`src/verilog/alert_update_defines.svh`:
```
// register offsets, mask address step and reset values for the alert-triggered output update block
`ifndef ALERT_UPDATE_DEFINES_SVH
`define ALERT_UPDATE_DEFINES_SVH

`define OUT0_MASK_ADDR     8'hc3
`define OUT1_MASK_ADDR     8'hc5
`define OUT2_MASK_ADDR     8'hc7
`define OUT3_MASK_ADDR     8'hc9
`define OUT4_MASK_ADDR     8'hcb
`define OUT5_MASK_ADDR     8'hcd
`define OUT6_MASK_ADDR     8'hcf
`define OUT7_MASK_ADDR     8'hd1
`define MASK_ADDR_STEP     8'h02
`define UPDATE_ENABLE_ADDR 8'he9
`define PRESET_LEVEL_ADDR  8'heb
`define MASK_RESET         8'h02
`define UPDATE_EN_RESET    8'h00
`define PRESET_RESET       8'h00
`define OUT_LEVEL_RESET    8'h00

`endif

```
`src/verilog/alert_update_pkg.sv`:
```
// types shared by the alert-triggered output update block
package alert_update_pkg;
   typedef struct packed {
      logic       wr_en;
      logic       rd_en;
      logic [7:0] addr;
      logic [7:0] wdata;
   } reg_req_t;

   typedef struct packed {
      logic       rvalid;
      logic [7:0] rdata;
   } reg_rsp_t;
endpackage

```
`src/verilog/alert_triggered_output_update.sv`:
```
// alert-triggered update of the eight digital output pins
//
// How it works
// - every output keeps an 8-bit mask choosing which input channels' alert flags may trigger it.
// - each mask resets to 0x02, so only channel 1 triggers after reset.
// - an 8-bit enable field lets alert triggers update an output only where its bit is 1.
// - an 8-bit preset field gives the level driven onto an output when its trigger occurs.
// - the preset reaches a pin only when that output's enable bit is set.
// - the enable and preset fields both reset to 0x00.
`timescale 1ns/100ps
`include "alert_update_defines.svh"

module alert_triggered_output_update
   import alert_update_pkg::*;
#(
   parameter int NUM_OUT = 8,
   parameter int NUM_CH  = 8
) (
   input  wire logic               ref_clk,
   input  wire logic               sys_rst,
   input  wire reg_req_t           reg_req,
   output reg_rsp_t                reg_rsp,
   input  wire logic [NUM_CH-1:0]  alert_flags,
   output logic      [NUM_OUT-1:0] digital_output_pin,
   output logic      [NUM_OUT-1:0] output_updated
);

   // the register map holds exactly eight outputs of eight channels each
   if (NUM_OUT != 8 || NUM_CH != 8) begin : g_bad_size
      $error("alert_triggered_output_update serves exactly 8 outputs and 8 channels");
   end

   logic [7:0] output_trigger_source_mask_reg  [NUM_OUT];
   logic [7:0] output_trigger_source_mask_next [NUM_OUT];
   logic [7:0] alert_update_enable_reg;
   logic [7:0] alert_update_enable_next;
   logic [7:0] alert_update_preset_level_reg;
   logic [7:0] alert_update_preset_level_next;
   logic [7:0] pin_reg;
   logic [7:0] pin_next;
   logic [7:0] updated_reg;
   logic [7:0] updated_next;
   reg_rsp_t   rsp_reg;
   reg_rsp_t   rsp_next;
   logic [7:0] trigger;

   // register writes
   always_comb begin
      alert_update_enable_next       = alert_update_enable_reg;
      alert_update_preset_level_next = alert_update_preset_level_reg;
      for (int i = 0; i < NUM_OUT; i++) begin
         output_trigger_source_mask_next[i] = output_trigger_source_mask_reg[i];
         if (reg_req.wr_en &&
             reg_req.addr == 8'(`OUT0_MASK_ADDR + 8'(i) * `MASK_ADDR_STEP)) begin
            output_trigger_source_mask_next[i] = reg_req.wdata;
         end
      end
      if (reg_req.wr_en && reg_req.addr == `UPDATE_ENABLE_ADDR) begin
         alert_update_enable_next = reg_req.wdata;
      end
      if (reg_req.wr_en && reg_req.addr == `PRESET_LEVEL_ADDR) begin
         alert_update_preset_level_next = reg_req.wdata;
      end
   end

   always_ff @(posedge ref_clk) begin
      if (sys_rst) begin
         for (int i = 0; i < NUM_OUT; i++) begin
            output_trigger_source_mask_reg[i] <= `MASK_RESET;
         end
         alert_update_enable_reg       <= `UPDATE_EN_RESET;
         alert_update_preset_level_reg <= `PRESET_RESET;
      end else begin
         for (int i = 0; i < NUM_OUT; i++) begin
            output_trigger_source_mask_reg[i] <= output_trigger_source_mask_next[i];
         end
         alert_update_enable_reg       <= alert_update_enable_next;
         alert_update_preset_level_reg <= alert_update_preset_level_next;
      end
   end

   // register reads, answered one cycle after the request
   always_comb begin
      rsp_next.rvalid = reg_req.rd_en;
      rsp_next.rdata  = 8'h00;
      if (reg_req.rd_en) begin
         for (int i = 0; i < NUM_OUT; i++) begin
            if (reg_req.addr == 8'(`OUT0_MASK_ADDR + 8'(i) * `MASK_ADDR_STEP)) begin
               rsp_next.rdata = output_trigger_source_mask_reg[i];
            end
         end
         if (reg_req.addr == `UPDATE_ENABLE_ADDR) begin
            rsp_next.rdata = alert_update_enable_reg;
         end
         if (reg_req.addr == `PRESET_LEVEL_ADDR) begin
            rsp_next.rdata = alert_update_preset_level_reg;
         end
      end
   end

   // output update from alert flags
   always_comb begin
      pin_next     = pin_reg;
      updated_next = 8'h00;
      for (int i = 0; i < NUM_OUT; i++) begin
         trigger[i] = |(alert_flags & output_trigger_source_mask_reg[i]);
         if (trigger[i] && alert_update_enable_reg[i]) begin
            pin_next[i]     = alert_update_preset_level_reg[i];
            updated_next[i] = 1'b1;
         end
      end
   end

   always_ff @(posedge ref_clk) begin
      if (sys_rst) begin
         pin_reg     <= `OUT_LEVEL_RESET;
         updated_reg <= 8'h00;
         rsp_reg     <= '0;
      end else begin
         pin_reg     <= pin_next;
         updated_reg <= updated_next;
         rsp_reg     <= rsp_next;
      end
   end

   assign digital_output_pin = pin_reg;
   assign output_updated     = updated_reg;
   assign reg_rsp            = rsp_reg;

   property p_mask_reset;
      @(posedge ref_clk) $fell(sys_rst) |-> output_trigger_source_mask_reg[3] == 8'h02;
   endproperty
   a_mask_reset: assert property (p_mask_reset) else $error("mask not 0x02 after reset");

   // enable and preset zero after reset
   property p_cfg_reset;
      @(posedge ref_clk) $fell(sys_rst) |->
         alert_update_enable_reg == 8'h00 && alert_update_preset_level_reg == 8'h00;
   endproperty
   a_cfg_reset: assert property (p_cfg_reset) else $error("config not zero after reset");

   property p_mask_write;
      @(posedge ref_clk) disable iff (sys_rst)
         reg_req.wr_en && reg_req.addr == 8'hc9 |=>
         output_trigger_source_mask_reg[3] == $past(reg_req.wdata);
   endproperty
   a_mask_write: assert property (p_mask_write) else $error("mask write lost");

   property p_disabled_hold;
      @(posedge ref_clk) disable iff (sys_rst)
         !alert_update_enable_reg[0] |=> digital_output_pin[0] == $past(digital_output_pin[0]);
   endproperty
   a_disabled_hold: assert property (p_disabled_hold) else $error("disabled output moved");

   property p_preset_drive;
      @(posedge ref_clk) disable iff (sys_rst)
         alert_update_enable_reg[2] && |(alert_flags & output_trigger_source_mask_reg[2])
         |=> digital_output_pin[2] == $past(alert_update_preset_level_reg[2]);
   endproperty
   a_preset_drive: assert property (p_preset_drive) else $error("preset not driven");

   property p_update_gated;
      @(posedge ref_clk) disable iff (sys_rst)
         output_updated[5] |-> $past(alert_update_enable_reg[5]);
   endproperty
   a_update_gated: assert property (p_update_gated) else $error("update while disabled");

   property p_hold_no_trigger;
      @(posedge ref_clk) disable iff (sys_rst)
         !(|(alert_flags & output_trigger_source_mask_reg[7])) |=>
         $stable(digital_output_pin[7]) && !output_updated[7];
   endproperty
   a_hold_no_trigger: assert property (p_hold_no_trigger) else $error("untriggered change");

   // read answer follows one cycle later
   property p_read_answer;
      @(posedge ref_clk) disable iff (sys_rst)
         reg_req.rd_en && reg_req.addr == 8'he9 |=>
         reg_rsp.rvalid && reg_rsp.rdata == $past(alert_update_enable_reg);
   endproperty
   a_read_answer: assert property (p_read_answer) else $error("bad enable readback");

   // first and last masks reset too
   property p_mask_reset_ends;
      @(posedge ref_clk) $fell(sys_rst) |->
         output_trigger_source_mask_reg[0] == 8'h02 && output_trigger_source_mask_reg[7] == 8'h02;
   endproperty
   a_mask_reset_ends: assert property (p_mask_reset_ends) else $error("end mask not 0x02");

   // outputs quiet while reset is held
   property p_reset_outputs;
      @(posedge ref_clk) sys_rst |=>
         digital_output_pin == 8'h00 && output_updated == 8'h00 && !reg_rsp.rvalid;
   endproperty
   a_reset_outputs: assert property (p_reset_outputs) else $error("outputs not reset");

   property p_mask_write_last;
      @(posedge ref_clk) disable iff (sys_rst)
         reg_req.wr_en && reg_req.addr == 8'hd1 |=>
         output_trigger_source_mask_reg[7] == $past(reg_req.wdata);
   endproperty
   a_mask_write_last: assert property (p_mask_write_last) else $error("mask 7 write lost");

   property p_update_pulse;
      @(posedge ref_clk) disable iff (sys_rst)
         alert_update_enable_reg[1] && |(alert_flags & output_trigger_source_mask_reg[1])
         |=> output_updated[1];
   endproperty
   a_update_pulse: assert property (p_update_pulse) else $error("enabled output not updated");

   // preset of a disabled output has no effect
   property p_preset_no_effect;
      @(posedge ref_clk) disable iff (sys_rst)
         !alert_update_enable_reg[6] && alert_update_preset_level_reg[6] |=>
         digital_output_pin[6] == $past(digital_output_pin[6]) && !output_updated[6];
   endproperty
   a_preset_no_effect: assert property (p_preset_no_effect) else $error("disabled preset leaked");

   property p_unmapped_read;
      @(posedge ref_clk) disable iff (sys_rst)
         reg_req.rd_en && reg_req.addr == 8'hc4 |=> reg_rsp.rvalid && reg_rsp.rdata == 8'h00;
   endproperty
   a_unmapped_read: assert property (p_unmapped_read) else $error("unmapped read not zero");

   property p_rsp_idle;
      @(posedge ref_clk) disable iff (sys_rst)
         !reg_req.rd_en |=> !reg_rsp.rvalid && reg_rsp.rdata == 8'h00;
   endproperty
   a_rsp_idle: assert property (p_rsp_idle) else $error("answer without read");

endmodule

```
`config.mk`:
```
export PLATFORM = sky130hd
export DESIGN_NAME = alert_triggered_output_update
export DESIGN_NICKNAME = d
export VERILOG_FILES = /design/src/verilog/alert_update_pkg.sv /design/src/verilog/alert_triggered_output_update.sv
export VERILOG_INCLUDE_DIRS = /design/src /design/src/verilog
export SDC_FILE = /design/constraint.sdc
export NUM_CORES = 1
export LEC_CHECK = 0
export ABC_CLOCK_PERIOD_IN_PS = 5300
export BUFFER_PORTS_ARGS = -buffer_cell sky130_fd_sc_hd__buf_2
export CAP_MARGIN = 20
export CORE_UTILIZATION = 34
export DETAILED_ROUTE_END_ITERATION = 8
export GPL_TIMING_DRIVEN = 0
export PLACE_DENSITY = 0.54
export SYNTH_ARGS = -nofsm -noshare
export SYNTH_HDL_FRONTEND = slang
export SYNTH_SLANG_ARGS = --single-unit
```
`constraint.sdc`:
```
create_clock -name ref_clk -period 5.3 [get_ports ref_clk]
set_clock_uncertainty 0.1 [all_clocks]
set_input_delay 1.06 -clock ref_clk [delete_from_list [all_inputs] [get_ports ref_clk]]
set_output_delay 1.06 -clock ref_clk [all_outputs]
set_load 0.05 [all_outputs]
```
Yosys cells after proc, flatten, opt, wreduce, memory -nomap -nowiden. Memories as Yosys holds them, arrays and structs flattened. Index checks and enable logic that the tools add are counted.

Eq/ne operators: 10. Muxes and demuxes: 37. Bitwise operators: 17. Reductions and logical operators: 27.

Operators by type and width (number): $mux W8 (26); $eq A8 B8 Y1 const B (10); $and A8 B8 Y8 (8); $reduce_or A8 Y1 (8); $logic_and A1 B1 Y1 (18); $mux W1 (11); $or A1 B1 Y1 (8); $reduce_or A2 Y1 (1); $not A1 Y1 (1).

Bits in registers: 41. RAM bits: 64. Input bits: 28. Memories: 1.

Memory list: output_trigger_source_mask_reg (words 8, width 8, rd ports 8, clocked after Yosys merged registers in 0, wr ports 8, line alert_triggered_output_update.sv:33) `logic [7:0] output_trigger_source_mask_reg [NUM_OUT];`.

Longest topological paths before layout. Gate-level depths: netlist (run 1).

Depth after elaboration: 11. Mapped depth: 7. Gate-level depth less buffers: 5.

Worst setup path before layout (run 1). Ideal clock, no wire load.

Path type: input to register. From: in reg_req[9] (netlist name). To: mem output_trigger_source_mask_reg[7][1] (netlist: output_trigger_source_mask_reg[1][25]). Library setup time: 0.120 ns. Arrival: 2.312 ns. Required time: 5.080 ns. Path slack: 2.768 ns. Stages on the path: 7. Cell sequence: buf_2 > or2_2 > nor2_8 > and3_4 > buf_8 > nor2b_2 > a211o_1.

RTL lines: from (decl) (line alert_triggered_output_update.sv:21) `input wire reg_req_t reg_req,`; to (decl) (line alert_triggered_output_update.sv:33).

Worst setup path after layout (run 1).
From: in reg_req[9] (netlist name). To: reg rsp_reg, in the netlist reg_rsp[0].

Cells in the longest elaborated chain, start to end: 11. Elaborated cells between the ends (all ways): 20. Classes of those cells: eq/ne (10); mux (10).

RTL lines: $eq A8 B8 Y1 (line alert_triggered_output_update.sv:88) `` if (reg_req.addr == 8'(`OUT0_MASK_ADDR + 8'(i) * `MASK_ADDR_STEP)) begin ``; $mux W8 (8 in a row) (line alert_triggered_output_update.sv:88); $mux W8 (line alert_triggered_output_update.sv:92) `` if (reg_req.addr == `UPDATE_ENABLE_ADDR) begin ``; $mux W8 (*) (line alert_triggered_output_update.sv:95) `` if (reg_req.addr == `PRESET_LEVEL_ADDR) begin ``; to (signal assigned) (line alert_triggered_output_update.sv:122) `rsp_reg <= rsp_next;`; to (decl) (line alert_triggered_output_update.sv:43) `reg_rsp_t rsp_reg;`.

Mark *: on every way between the ends. The rest lies on a longest branch, timed or not. A chain may end at the register's enable or synchronous reset.

==> results by group, run 1 <==
Logic synthesis
  – Post-synthesis sequential area ratio: 43.3%
  – Combined area of all synthesized cells: about 4900 sq um
  – Portion of synthesized cell area occupied by the leading cell type: a little over two fifths
  – Synth cell types: 44
  – FFs w/ async S/R, synth: 0%
  – Top cells by area in the synthesized netlist: dfxtp_1 43%, mux2i_1 16%, nor2_1 7.7%
  – Register bit total from synthesis: 105
  – Number of flops mapped to enable cells by yosys: 0
  – Cell with the most instances after synthesis: dfxtp_1
  – Yosys top cell by area: dfxtp_1
  – Average size of a mapped cell: ~9 sq um
  – Most common flop cell mapped by yosys: dfxtp_1
  – Post-Syn Instances: between 500 and 600
  – Warnings from Yosys: 0
  – Number of nets produced by synthesis: about 580
  – Leading post-synthesis cells by instance count: 105 x dfxtp_1, 99 x nor2_1, 76 x mux2i_1

Clock network
  – Clock-pin slew reported for the worst setup and hold paths after clock tree synthesis: about 80 ps
  – Clock buffers created by TritonCTS: 9
  – H-tree depth: 3
  – Clock tree from TritonCTS: done
  – Maximum clock path buffer count: 2
  – Buffers inserted during post-CTS setup optimization: 0
  – Skew-Pair Late Insertion Delay: ~360 ps
  – Cell at the root of the clock tree: clkbuf_16
  – Number of gates resized after cts: 0
  – Hold-fix buffers at CTS: 0
  – Total number of clock tree sinks: approximately 110

Power and ir drop
  – Reg power frac: 50.3%
  – Gate power share: between 7 and 8%
  – Total power per unit cell area: about 280 nW/um^2
  – Net switching share of the total power: around 27%
  – Leakage: around 2.3 nW
  – Total power: approximately 1.6 mW
  – Largest voltage drop on the vdd net: roughly 160 uV
  – Portion of total power attributed to the clock network: a little over two fifths
  – Psw: roughly 0.42 mW
  – Internal: approximately 1.1 mW

Placed design
  – Cells after DPL: 762
  – Post-place setup slack: roughly 2300 ps
  – Placed wire-length estimate: 12200 um
  – Standard cell area after detailed placement: 5250 sq um
  – RD Place Congestion: between 0.9 and 1
  – Count of input and output buffers: 34

Global route
  – Wire length of the first global-routing pass: around 25000 um
  – Number of global-route vias before repair: ~4200
  – Residual overflow from global routing: 0
  – Pin count of the biggest net entering global routing: 20
  – Initial antenna violation count: 0
  – Overall Global Routing Usage: between 20% and 30%

Floorplan
  – Total number of placement rows: 43
  – Floorplan die height: around 120 um
  – Number of ports placed on the die boundary: 53
  – Starting utilization of the core area: a little over a third
  – Placeable core area: about 14000 sq um
  – Die extent in x: ~120 um
  – Die area: around 15000 sq um

Timing
  – Final critical-path setup slack: about 2600 ps
  – Final Critical Period: around 2700 ps
  – Endpoints failing setup: 0
  – Max-slew headroom: around 42%
  – Worst slack on hold paths: ~370 ps
  – Final hold viol count: 0
  – Unrepaired setup endpoints after global routing: false
  – Final worst path period share: ~50%
  – Tightest Pin Transition: between 800 and 900 ps
  – Number of max-slew violations in the final report: 0
  – Maximum clock frequency: ~0.37 GHz
  – Setup_tns: 0 ps

Drt
  – Routed Wire Length: 16800 um
  – Detailed-route via count: 4402
  – Vias/cell: around 5.7
  – Residual antenna-violating net count after detailed routing: 0
  – Mean routed wirelength per cell: between 20 and 25 um
  – First-pass DRT Iterations: 6
  – Drc violations: 0
  – Number of DRC markers after the initial detailed-route iteration: 482

Worst setup path
  – Largest fanout on the critical path: 10
  – Endpoint class of the critical path: flip-flop
  – Worst reg2reg path startpoint: output_trigger_source_mask_reg[0][1]
  – Reg2reg end: digital_output_pin[0]
  – Max stage delay cell, worst path: clkbuf_1
  – Category of the worst setup path launch point: primary input
  – Start-to-end type of the worst setup path: in2reg
  – Worst reg-to-reg setup slack: 3700 ps
  – Count of cells along the worst register-to-register path: 5
  – Arrival time at the worst endpoint: around 2900 ps
  – Crit path required time: 5450 ps
  – Maximum single-stage delay on the critical path: ~440 ps
  – Top cell by count, worst path: clkbuf_1
  – Cell breakdown of the critical path: buf_2 > clkbuf_1 > clkbuf_1 > nand2_1 > o21ai_0 > a31oi_1

Min path
  – Worst hold-check path type: reg2reg
  – Worst min-delay path startpoint: alert_update_enable_reg[1]
  – Cell count of the worst hold path: 2
  – Hold EP: alert_update_enable_reg[1]

Cells and area
  – Finished Core Util: 39.9%
  – Summed area of non-filler cells in the final layout: 5540 sq um
  – Final cell count without fillers: 778
  – Synth-to-layout area growth: 14.2%
  – Fraction of layout cells with a size suffix above 1: about an eighth
  – Net count reported at finish: 621
  – Total inserted antenna cells: 0
  – Max reg flops: 64

Run
  – Max Cap Viol: 0

Outcome
  – Result of the run: complete, no violations
==> power groups by stage <==
stage | clock [mW] | combinational, mW | sequential [mW]
3_3_place_gp | 0 | 0.118 | 0.809
2_1_floorplan | 0 | 0.0672 | 0.811
3_5_place_dp | 0 | 0.119 | 0.809
4_1_cts | 0.667 | 0.119 | 0.790
5_1_grt | 0.701 | 0.128 | 0.790
6_report | 0.658 | 0.122 | 0.790
==> worst max-delay path: cells and delay by family <==
kind	cells	cell delay (ps)
buffers and inverters	3	1070
AOI/OAI and AO/OA	2	430
and+or+nand+nor	1	290
==> cell usage in the layout, fill, tap and decap left out, types with 2 or more instances in the layout <==
| cell | netlist | routed |
|---|---|---|
| nor2_1 | 99 | 99 |
| buf_1 | 4 | 4 |
| o21bai_1 | 4 | 4 |
| o2bb2ai_1 | 3 | 3 |
| nand3_1 | 11 | 11 |
| a211o_1 | 11 | 11 |
| nand3_2 | 3 | 3 |
| a211oi_1 | 2 | 2 |
| o2111ai_1 | 4 | 4 |
| nand4b_1 | 2 | 2 |
| a31oi_1 | 4 | 4 |
| a21oi_1 | 28 | 28 |
| and3_1 | 4 | 4 |
| dfxtp_1 | 105 | 105 |
| clkinv_4 | 0 | 3 |
| inv_1 | 4 | 4 |
| nand4_2 | 3 | 3 |
| nor3_1 | 5 | 5 |
| nand4_1 | 11 | 11 |
| clkbuf_1 | 34 | 35 |
| mux2i_1 | 76 | 76 |
| o211ai_1 | 6 | 6 |
| mux2_2 | 3 | 3 |
| nand2_1 | 31 | 31 |
| a22oi_1 | 32 | 32 |
| buf_2 | 7 | 41 |
| o21ai_0 | 26 | 26 |
| nor2b_1 | 9 | 9 |
| clkbuf_16 | 0 | 9 |
==> final cells by class <==
cell class / count / area [sq um]
inverters: 4 / 15.0
clock inverters: 6 / 62.6
flip-flops and latches: 105 / 2100
plain buffers: 47 / 204
clock buffers: 10 / 229
repair buffers: 34 / 170
well taps: 180 / 225
fillers: 1411 / 8340
multi-input cells: 392 / 2530
==> per-layer routing <==
layer	vias up	wire [um]	track usage (%)
met3	47	1020	5.45
met1	2126	7340	29.3
met2	185	7710	37.9
li1	2044	-	-
met4	0	728	11.7
met5	-	0	0
==> cell families (layout without fill, tap and decap cells) <==
kind of cell,after synthesis,in the layout,synth area share (%)
AND/OR/NAND/NOR,189,189,18.9
flip-flops,105,105,43.3
buffers and inverters,51,101,4.51
AO/OA/AOI/OAI,124,124,16.9
multiplexers,79,79,16.4
==> worst max-delay path by stage <==
stage	startpoint	endpoint	slack (ps)	cells after the start
after floorplan	reg_req[9]	output_trigger_source_mask_reg[1][25]	2770	7
after global placement	reg_req[9]	reg_rsp[4]	2240	6
after detailed placement	reg_req[9]	reg_rsp[0]	2260	6
after CTS	reg_req[13]	reg_rsp[1]	2640	7
after global routing	reg_req[9]	reg_rsp[4]	2470	6
final	reg_req[9]	reg_rsp[0]	2590	6
Note: power is estimated with default switching activity, not from simulation.
==> run 2: changes to the inputs <==
--- a/config.mk
+++ b/config.mk
@@ -6,7 +6,8 @@
 export SDC_FILE = /design/constraint.sdc
 export NUM_CORES = 1
 export LEC_CHECK = 0
-export ABC_CLOCK_PERIOD_IN_PS = 5300
+export ABC_AREA = 1
+export ABC_CLOCK_PERIOD_IN_PS = 2850
 export BUFFER_PORTS_ARGS = -buffer_cell sky130_fd_sc_hd__buf_2
 export CAP_MARGIN = 20
 export CORE_UTILIZATION = 34
==> constraint.sdc (replaced) <==
create_clock -name ref_clk -period 2.85 [get_ports ref_clk]
set_clock_uncertainty 0.1 [all_clocks]
set_input_delay 0.57 -clock ref_clk [delete_from_list [all_inputs] [get_ports ref_clk]]
set_output_delay 0.57 -clock ref_clk [all_outputs]
set_load 0.05 [all_outputs]
==> results by group, run 2 <==
Drt
  – Routed Wire Length: 17000 um (+1.0%)
  – Vias/cell: 5.24 (-7.4%)
  – Sum of met3 wire segment lengths after detailed routing: 862 um (-16%)
  – Detailed-routed wire length on met2: 7830 um (+1.5%)
  – First-pass DRT Iterations: 5 (-1)
  – Number of DRC markers after the initial detailed-route iteration: 467 (-3.1%)
  – Drc violations: 0 (unchanged)
  – Mean routed wirelength per cell: 18.5 um (-14%)
  – Detailed-route via count: 4808 (+9.2%)
  – Met1 routed wirelength after detailed routing: 7930 um (+8.0%)
  – Topmost layer with routed signal wires: met4
  – Residual antenna-violating net count after detailed routing: 0 (unchanged)

Placed design
  – Placed wire-length estimate: 12500 um (+1.9%)
  – RD Place Congestion: 0.948 (-1.6%)
  – Count of input and output buffers: 39 (+15%)

Clock network
  – Clock-pin slew reported for the worst setup and hold paths after clock tree synthesis: 80 ps (about the same)
  – Maximum clock path buffer count: 2 (unchanged)
  – Hold-fix buffers at CTS: 0 (unchanged)
  – Number of gates resized after cts: 0 (unchanged)
  – Buffers inserted during post-CTS setup optimization: 0 (unchanged)
  – Cell at the root of the clock tree: clkbuf_16
  – H-tree depth: 3 (unchanged)
  – Clock tree from TritonCTS: done
  – Total number of clock tree sinks: 105 (unchanged)
  – Skew-Pair Late Insertion Delay: 360 ps (about the same)
  – Clock buffers created by TritonCTS: 9 (unchanged)

Power and ir drop
  – Net switching share of the total power: 25.6% (-1.3 points)
  – Reg power frac: 49.0% (-1.3 points)
  – Psw: 0.769 mW (+82%)
  – Gate power share: 6.0% (-1.8 points)
  – Total power per unit cell area: 546 nW/um^2 (+92%)
  – Leakage: 2.19 nW (-6.0%)
  – Portion of total power attributed to the clock network: 45.0% (+3.1 points)
  – Internal: 2.23 mW (+94%)
  – Largest voltage drop on the vdd net: 296 uV (+86%)

Cells and area
  – Most common library cell in the layout ignoring fill and taps: nand2_1
  – Max reg flops: 64 (unchanged)
  – Fraction of layout cells with a size suffix above 1: 11.3% (-0.89 points)
  – Net count reported at finish: 765 (+23%)
  – Most frequent cells in the layout: 184 x nand2_1, 105 x dfxtp_1, 95 x a21oi_1
  – Total inserted antenna cells: 0 (unchanged)
  – Synth-to-layout area growth: 15.5%

Logic synthesis
  – Cell with the most instances after synthesis: nand2_1
  – Post-Syn Instances: 687 (+25%)
  – Synth cell types: 22 (-50%)
  – Number of nets produced by synthesis: 715 (+24%)
  – Portion of synthesized cell area occupied by the leading cell type: 44.2% (+0.84 points)
  – Most common flop cell mapped by yosys: dfxtp_1
  – Average size of a mapped cell: 6.93 sq um (-22%)
  – Number of flops mapped to enable cells by yosys: 0 (unchanged)
  – Warnings from Yosys: 0 (unchanged)
  – Register bit total from synthesis: 105 (unchanged)
  – Top cells by area in the synthesized netlist: dfxtp_1 44%, nand2_1 15%, a21oi_1 10%
  – Post-synthesis sequential area ratio: 44.2% (+0.84 points)
  – FFs w/ async S/R, synth: 0% (unchanged)
  – Combined area of all synthesized cells: 4760 sq um (-1.9%)
  – Leading post-synthesis cells by instance count: 184 x nand2_1, 105 x dfxtp_1, 95 x a21oi_1
  – Yosys top cell by area: dfxtp_1

Run
  – Max Cap Viol: 0 (unchanged)

Timing
  – Maximum clock frequency: slightly above 0.5 GHz
  – Final worst path period share: between 60% and 70%
  – Tightest Pin Transition: 913 ps (+37.4 ps)
  – Worst slack on hold paths: 362 ps (-3.34 ps)
  – Number of max-slew violations in the final report: 0 (unchanged)
  – Final Critical Period: approximately 2000 ps
  – Setup_tns: 0 ps (unchanged)
  – Endpoints failing setup: 0 (unchanged)
  – Unrepaired setup endpoints after global routing: false
  – Final hold viol count: 0 (unchanged)
  – Max-slew headroom: 39.1% (-2.5 points)

Floorplan
  – Total number of placement rows: 42 (-2.3%)
  – Placeable core area: 13500 sq um (-3.1%)
  – Die extent in x: 120 um (-0.94%)
  – Number of ports placed on the die boundary: 53 (unchanged)
  – Die area: 14500 sq um (-1.9%)
  – Floorplan die height: 120 um (-0.94%)
  – Starting utilization of the core area: 35.4% (+0.42 points)

Global route
  – Initial antenna violation count: 0 (unchanged)
  – Overall Global Routing Usage: 24.1% (+0.61 points)
  – Number of global-route vias before repair: 4409 (+5.7%)
  – Pin count of the biggest net entering global routing: 20 (unchanged)
  – Wire length of the first global-routing pass: 25600 um (+1.2%)
  – Residual overflow from global routing: 0 (unchanged)

Worst setup path
  – Endpoint class of the critical path: flip-flop
  – Category of the worst setup path launch point: primary input
  – Crit path required time: 3000 ps (-2450 ps)
  – Arrival time at the worst endpoint: 2140 ps (-720 ps)
  – Largest fanout on the critical path: 10 (unchanged)
  – Start-to-end type of the worst setup path: in2reg
  – Count of cells along the worst register-to-register path: 7 (+2)

Min path
  – Worst hold-check path type: reg2reg
  – Cell count of the worst hold path: 2 (unchanged)

Outcome
  – Result of the run: complete, no violations
-- run 2: changes by cell type in the layout (fill, tap and decap cells not counted), sizes merged, moves of 23 or more --
cell and delta:
a22oi -32, o21ai +23, a21oi +67, inv +65, nor2 -49, nand3 +41, nand2 +157, mux2i -76
-- run 2: routing by layer --
metal	vias to the layer above	global-route usage (%)
met3	23	3.96
met4	0	9.41
met1	2274	32.8
met5	-	0
li1	2374	-
met2	137	38.1
-- run 2: layout make-up --
cell class                 instances  area [sq um]
inverter                          68           255
fill                            1464          7960
multi-input combinational        477          2240
timing repair buffer              39           195
sequential                       105          2100
clock buffer                      10           239
clock inverter                     6          83.8
buffer                            37           160
tap                              176           220
-- run 2: worst paths after layout --
| check | start | to | slack, ps |
|---|---|---|---|
| worst max-delay path | reg_req[14] | output_trigger_source_mask_reg[1][24] | 870 |
| worst min-delay path | alert_update_preset_level_reg[6] | alert_update_preset_level_reg[6] | 360 |
| worst max register to register | output_trigger_source_mask_reg[0][8] | digital_output_pin[1] | 1300 |
| worst min register to register | alert_update_preset_level_reg[6] | alert_update_preset_level_reg[6] | 360 |
-- run 2: cell families after synthesis --
logic type | Yosys count | synth area share [%]
flops | 105 | 44.2
buf+inv | 105 | 8.73
compound gates | 167 | 19.1
simple gates | 310 | 28.0
-- run 2: power by group through the flow --
stage,Combinational (mW),Sequential [mW],Clock (mW)
finish,0.181,1.47,1.35
global route,0.193,1.47,1.43
CTS,0.180,1.47,1.36
detailed placement,0.179,1.51,0
global placement,0.177,1.50,0
floorplan,0.0915,1.51,0
-- run 2: per-stage QoR --
step	setup slack [ps]	power, mW	instance area, sq um	cells	utilization [%]
2_1_floorplan	1110	1.60	4760	687	-
3_3_place_gp	597	1.68	5170	902	38.5
3_5_place_dp	505	1.68	5170	902	38.5
4_1_cts	886	3.01	5500	918	40.9
6_report	866	3.00	5500	918	40.9
5_1_grt	763	3.09	5500	918	40.9
-- run 2: worst max-delay path: stages --
cell and delay [ps]:
buf_2 70, nand2_1 100, nor3_1 350, nand2_1 290, nor2_4 230, inv_1 70, buf_2 180, o21ai_0 190
a21oi_1 70
==> run 3: changes to the inputs <==
--- a/config.mk
+++ b/config.mk
@@ -7,13 +7,13 @@
 export NUM_CORES = 1
 export LEC_CHECK = 0
 export ABC_AREA = 1
-export ABC_CLOCK_PERIOD_IN_PS = 2850
+export ABC_CLOCK_PERIOD_IN_PS = 1800
 export BUFFER_PORTS_ARGS = -buffer_cell sky130_fd_sc_hd__buf_2
 export CAP_MARGIN = 20
 export CORE_UTILIZATION = 34
 export DETAILED_ROUTE_END_ITERATION = 8
 export GPL_TIMING_DRIVEN = 0
-export PLACE_DENSITY = 0.54
+export PLACE_DENSITY = 0.56
 export SYNTH_ARGS = -nofsm -noshare
 export SYNTH_HDL_FRONTEND = slang
 export SYNTH_SLANG_ARGS = --single-unit
==> constraint.sdc (replaced) <==
create_clock -name ref_clk -period 1.8 [get_ports ref_clk]
set_clock_uncertainty 0.1 [all_clocks]
set_input_delay 0.36 -clock ref_clk [delete_from_list [all_inputs] [get_ports ref_clk]]
set_output_delay 0.36 -clock ref_clk [all_outputs]
set_load 0.05 [all_outputs]
==> results by group, run 3 (same netlist as run 2, synthesis figures left out) <==
Placed design
  – Cells after DPL: 902 (unchanged)
  – Count of input and output buffers: 39 (unchanged)
  – Standard cell area after detailed placement: 5170 sq um (unchanged)
  – Placed wire-length estimate: 12300 um (-1.6%)
  – RD Place Congestion: 0.965 (+1.8%)

Drt
  – Residual antenna-violating net count after detailed routing: 0 (unchanged)
  – Mean routed wirelength per cell: 18.3 um (-1.2%)
  – Detailed-route via count: 4898 (+1.9%)
  – Routed Wire Length: 16800 um (-1.2%)
  – Number of DRC markers after the initial detailed-route iteration: 482 (+3.2%)
  – Vias/cell: 5.34 (+1.9%)
  – First-pass DRT Iterations: 5 (unchanged)
  – Drc violations: 0 (unchanged)

Clock network
  – Clock buffers created by TritonCTS: 9 (unchanged)
  – H-tree depth: 3 (unchanged)
  – Skew-Pair Late Insertion Delay: 370 ps (about the same)
  – Clock-pin slew reported for the worst setup and hold paths after clock tree synthesis: 80 ps (about the same)
  – Clock tree from TritonCTS: done
  – Cell at the root of the clock tree: clkbuf_16
  – Maximum clock path buffer count: 2 (unchanged)
  – Total number of clock tree sinks: 105 (unchanged)
  – Hold-fix buffers at CTS: 0 (unchanged)

Timing
  – Endpoints failing setup: 0 (unchanged)
  – Final worst path period share: 91.6%
  – Unrepaired setup endpoints after global routing: false
  – Final hold viol count: 0 (unchanged)
  – Maximum clock frequency: roughly 0.6 GHz
  – Final Critical Period: roughly 1600 ps
  – Max-slew headroom: 45.6% (+6.5 points)
  – Tightest Pin Transition: 816 ps (-97.6 ps)
  – Number of max-slew violations in the final report: 0 (unchanged)

Worst setup path
  – Crit path required time: 2020 ps (-980 ps)
  – Arrival time at the worst endpoint: 1870 ps (-270 ps)
  – Category of the worst setup path launch point: primary input
  – Worst reg2reg path startpoint: output_trigger_source_mask_reg[1][19]
  – Top cell by count, worst path: nand2_1
  – Sum of buffers and inverters on the critical path: 2 (-1)
  – Cell breakdown of the critical path: buf_2 > nand2_1 > nor2_1 > nand2_1 > nor2_1 > nor2_1 > nand4_1 > nand2_1 > nand3_1 > nand2_1 > inv_1
  – Maximum single-stage delay on the critical path: 360 ps (about the same)
  – Start-to-end type of the worst setup path: in2reg
  – Largest delay share family, worst path: simple AND/OR/NAND/NOR gates
  – Count of cells along the worst register-to-register path: 7 (unchanged)
  – Endpoint class of the critical path: flip-flop
  – Max stage delay cell, worst path: nor2_1
  – Reg2reg end: digital_output_pin[6]
  – Largest fanout on the critical path: 6 (-4)
  – Worst reg-to-reg setup slack: 440 ps (-860 ps)

Cells and area
  – Total inserted antenna cells: 0 (unchanged)
  – Fraction of layout cells with a size suffix above 1: 11.3% (unchanged)
  – Most frequent cells in the layout: 184 x nand2_1, 105 x dfxtp_1, 95 x a21oi_1
  – Synth-to-layout area growth: 15.4% (about the same)
  – Finished Core Util: 40.8% (about the same)
  – Most common library cell in the layout ignoring fill and taps: nand2_1
  – Net count reported at finish: 765 (unchanged)
  – Summed area of non-filler cells in the final layout: 5490 sq um (about the same)
  – Max reg flops: 64 (unchanged)
  – Final cell count without fillers: 918 (unchanged)

Power and ir drop
  – Leakage: 2.19 nW (-0.15%)
  – Total power per unit cell area: 857 nW/um^2 (+57%)
  – Largest voltage drop on the vdd net: 452 uV (+53%)

Floorplan
  – Placeable core area: 13500 sq um (unchanged)
  – Total number of placement rows: 42 (unchanged)
  – Die area: 14500 sq um (unchanged)
  – Die extent in x: 120 um (unchanged)
  – Floorplan die height: 120 um (unchanged)
  – Starting utilization of the core area: 35.4% (unchanged)
  – Number of ports placed on the die boundary: 53 (unchanged)

Global route
  – Pin count of the biggest net entering global routing: 18 (-10%)
  – Overall Global Routing Usage: 24.4% (+0.26 points)
  – Wire length of the first global-routing pass: 26100 um (+1.9%)
  – Initial antenna violation count: 0 (unchanged)
  – Residual overflow from global routing: 0 (unchanged)
  – Number of global-route vias before repair: 4603 (+4.4%)

Outcome
  – Result of the run: complete, no violations

Min path
  – Worst hold-check path type: in2reg
  – Worst min-delay path startpoint: reg_req[16]
  – Cell count of the worst hold path: 3 (+1)
  – Hold EP: reg_rsp[8]

Run
  – Max Cap Viol: 0 (unchanged)
[run 3: metal layers]
metal,global-route usage (%),vias to the layer above,wire (um)
li1,-,2366,-
met1,32.7,2306,7650
met2,38.5,193,7620
met3,3.35,33,924
met4,12.0,0,566
met5,0,-,0
[run 3: tightest hold or removal path, delay by kind of cell]
kind,cells,cell delay [ps]
buffers and inverters,2,140
and+or+nand+nor,1,130
[run 3: layout make-up]
type	count	area, sq um
fill	1485	7960
clock inverter	4	58.8
clock buffer	12	256
sequential	105	2100
multi-input combinational	477	2240
buffer	37	160
tap	176	220
inverter	68	255
timing repair buffer	39	195
[run 3: worst max path at each step]
stage                     slack (ps)         from                               endpoint  cells past startpoint
final                            150   reg_req[8]                             reg_rsp[6]                     11
after global routing              20      sys_rst  output_trigger_source_mask_reg[1][27]                      6
after CTS                        190   reg_req[9]                             reg_rsp[7]                     10
after detailed placement        -190   reg_req[9]                             reg_rsp[7]                     10
after global placement          -190      sys_rst             alert_update_enable_reg[2]                      4
after floorplan                  270  reg_req[13]  output_trigger_source_mask_reg[1][22]                      9
[run 3: power by group]
| group | switching (mW) | total, mW | internal, mW |
|---|---|---|---|
| clock | 0.919 | 2.09 | 1.17 |
| sequential | 0.00290 | 2.33 | 2.33 |
| combinational | 0.229 | 0.285 | 0.0559 |
| total | 1.15 | 4.71 | 3.55 |
[run 3: stage by stage]
step	setup WS (ps)	TNS (ps)	hold slack, ps	power (mW)
finish	151	0	263	4.71
global route	17.8	0	274	4.83
global placement	-187	-7450	347	2.66
floorplan	272	0	334	2.53
detailed placement	-187	-7270	353	2.66
CTS	191	0	243	4.72
[run 3: what timing repair did]
item	4_1_cts	5_1_grt
buffers inserted	0	0
gates resized for setup	0	1
setup endpoints to repair	0	1
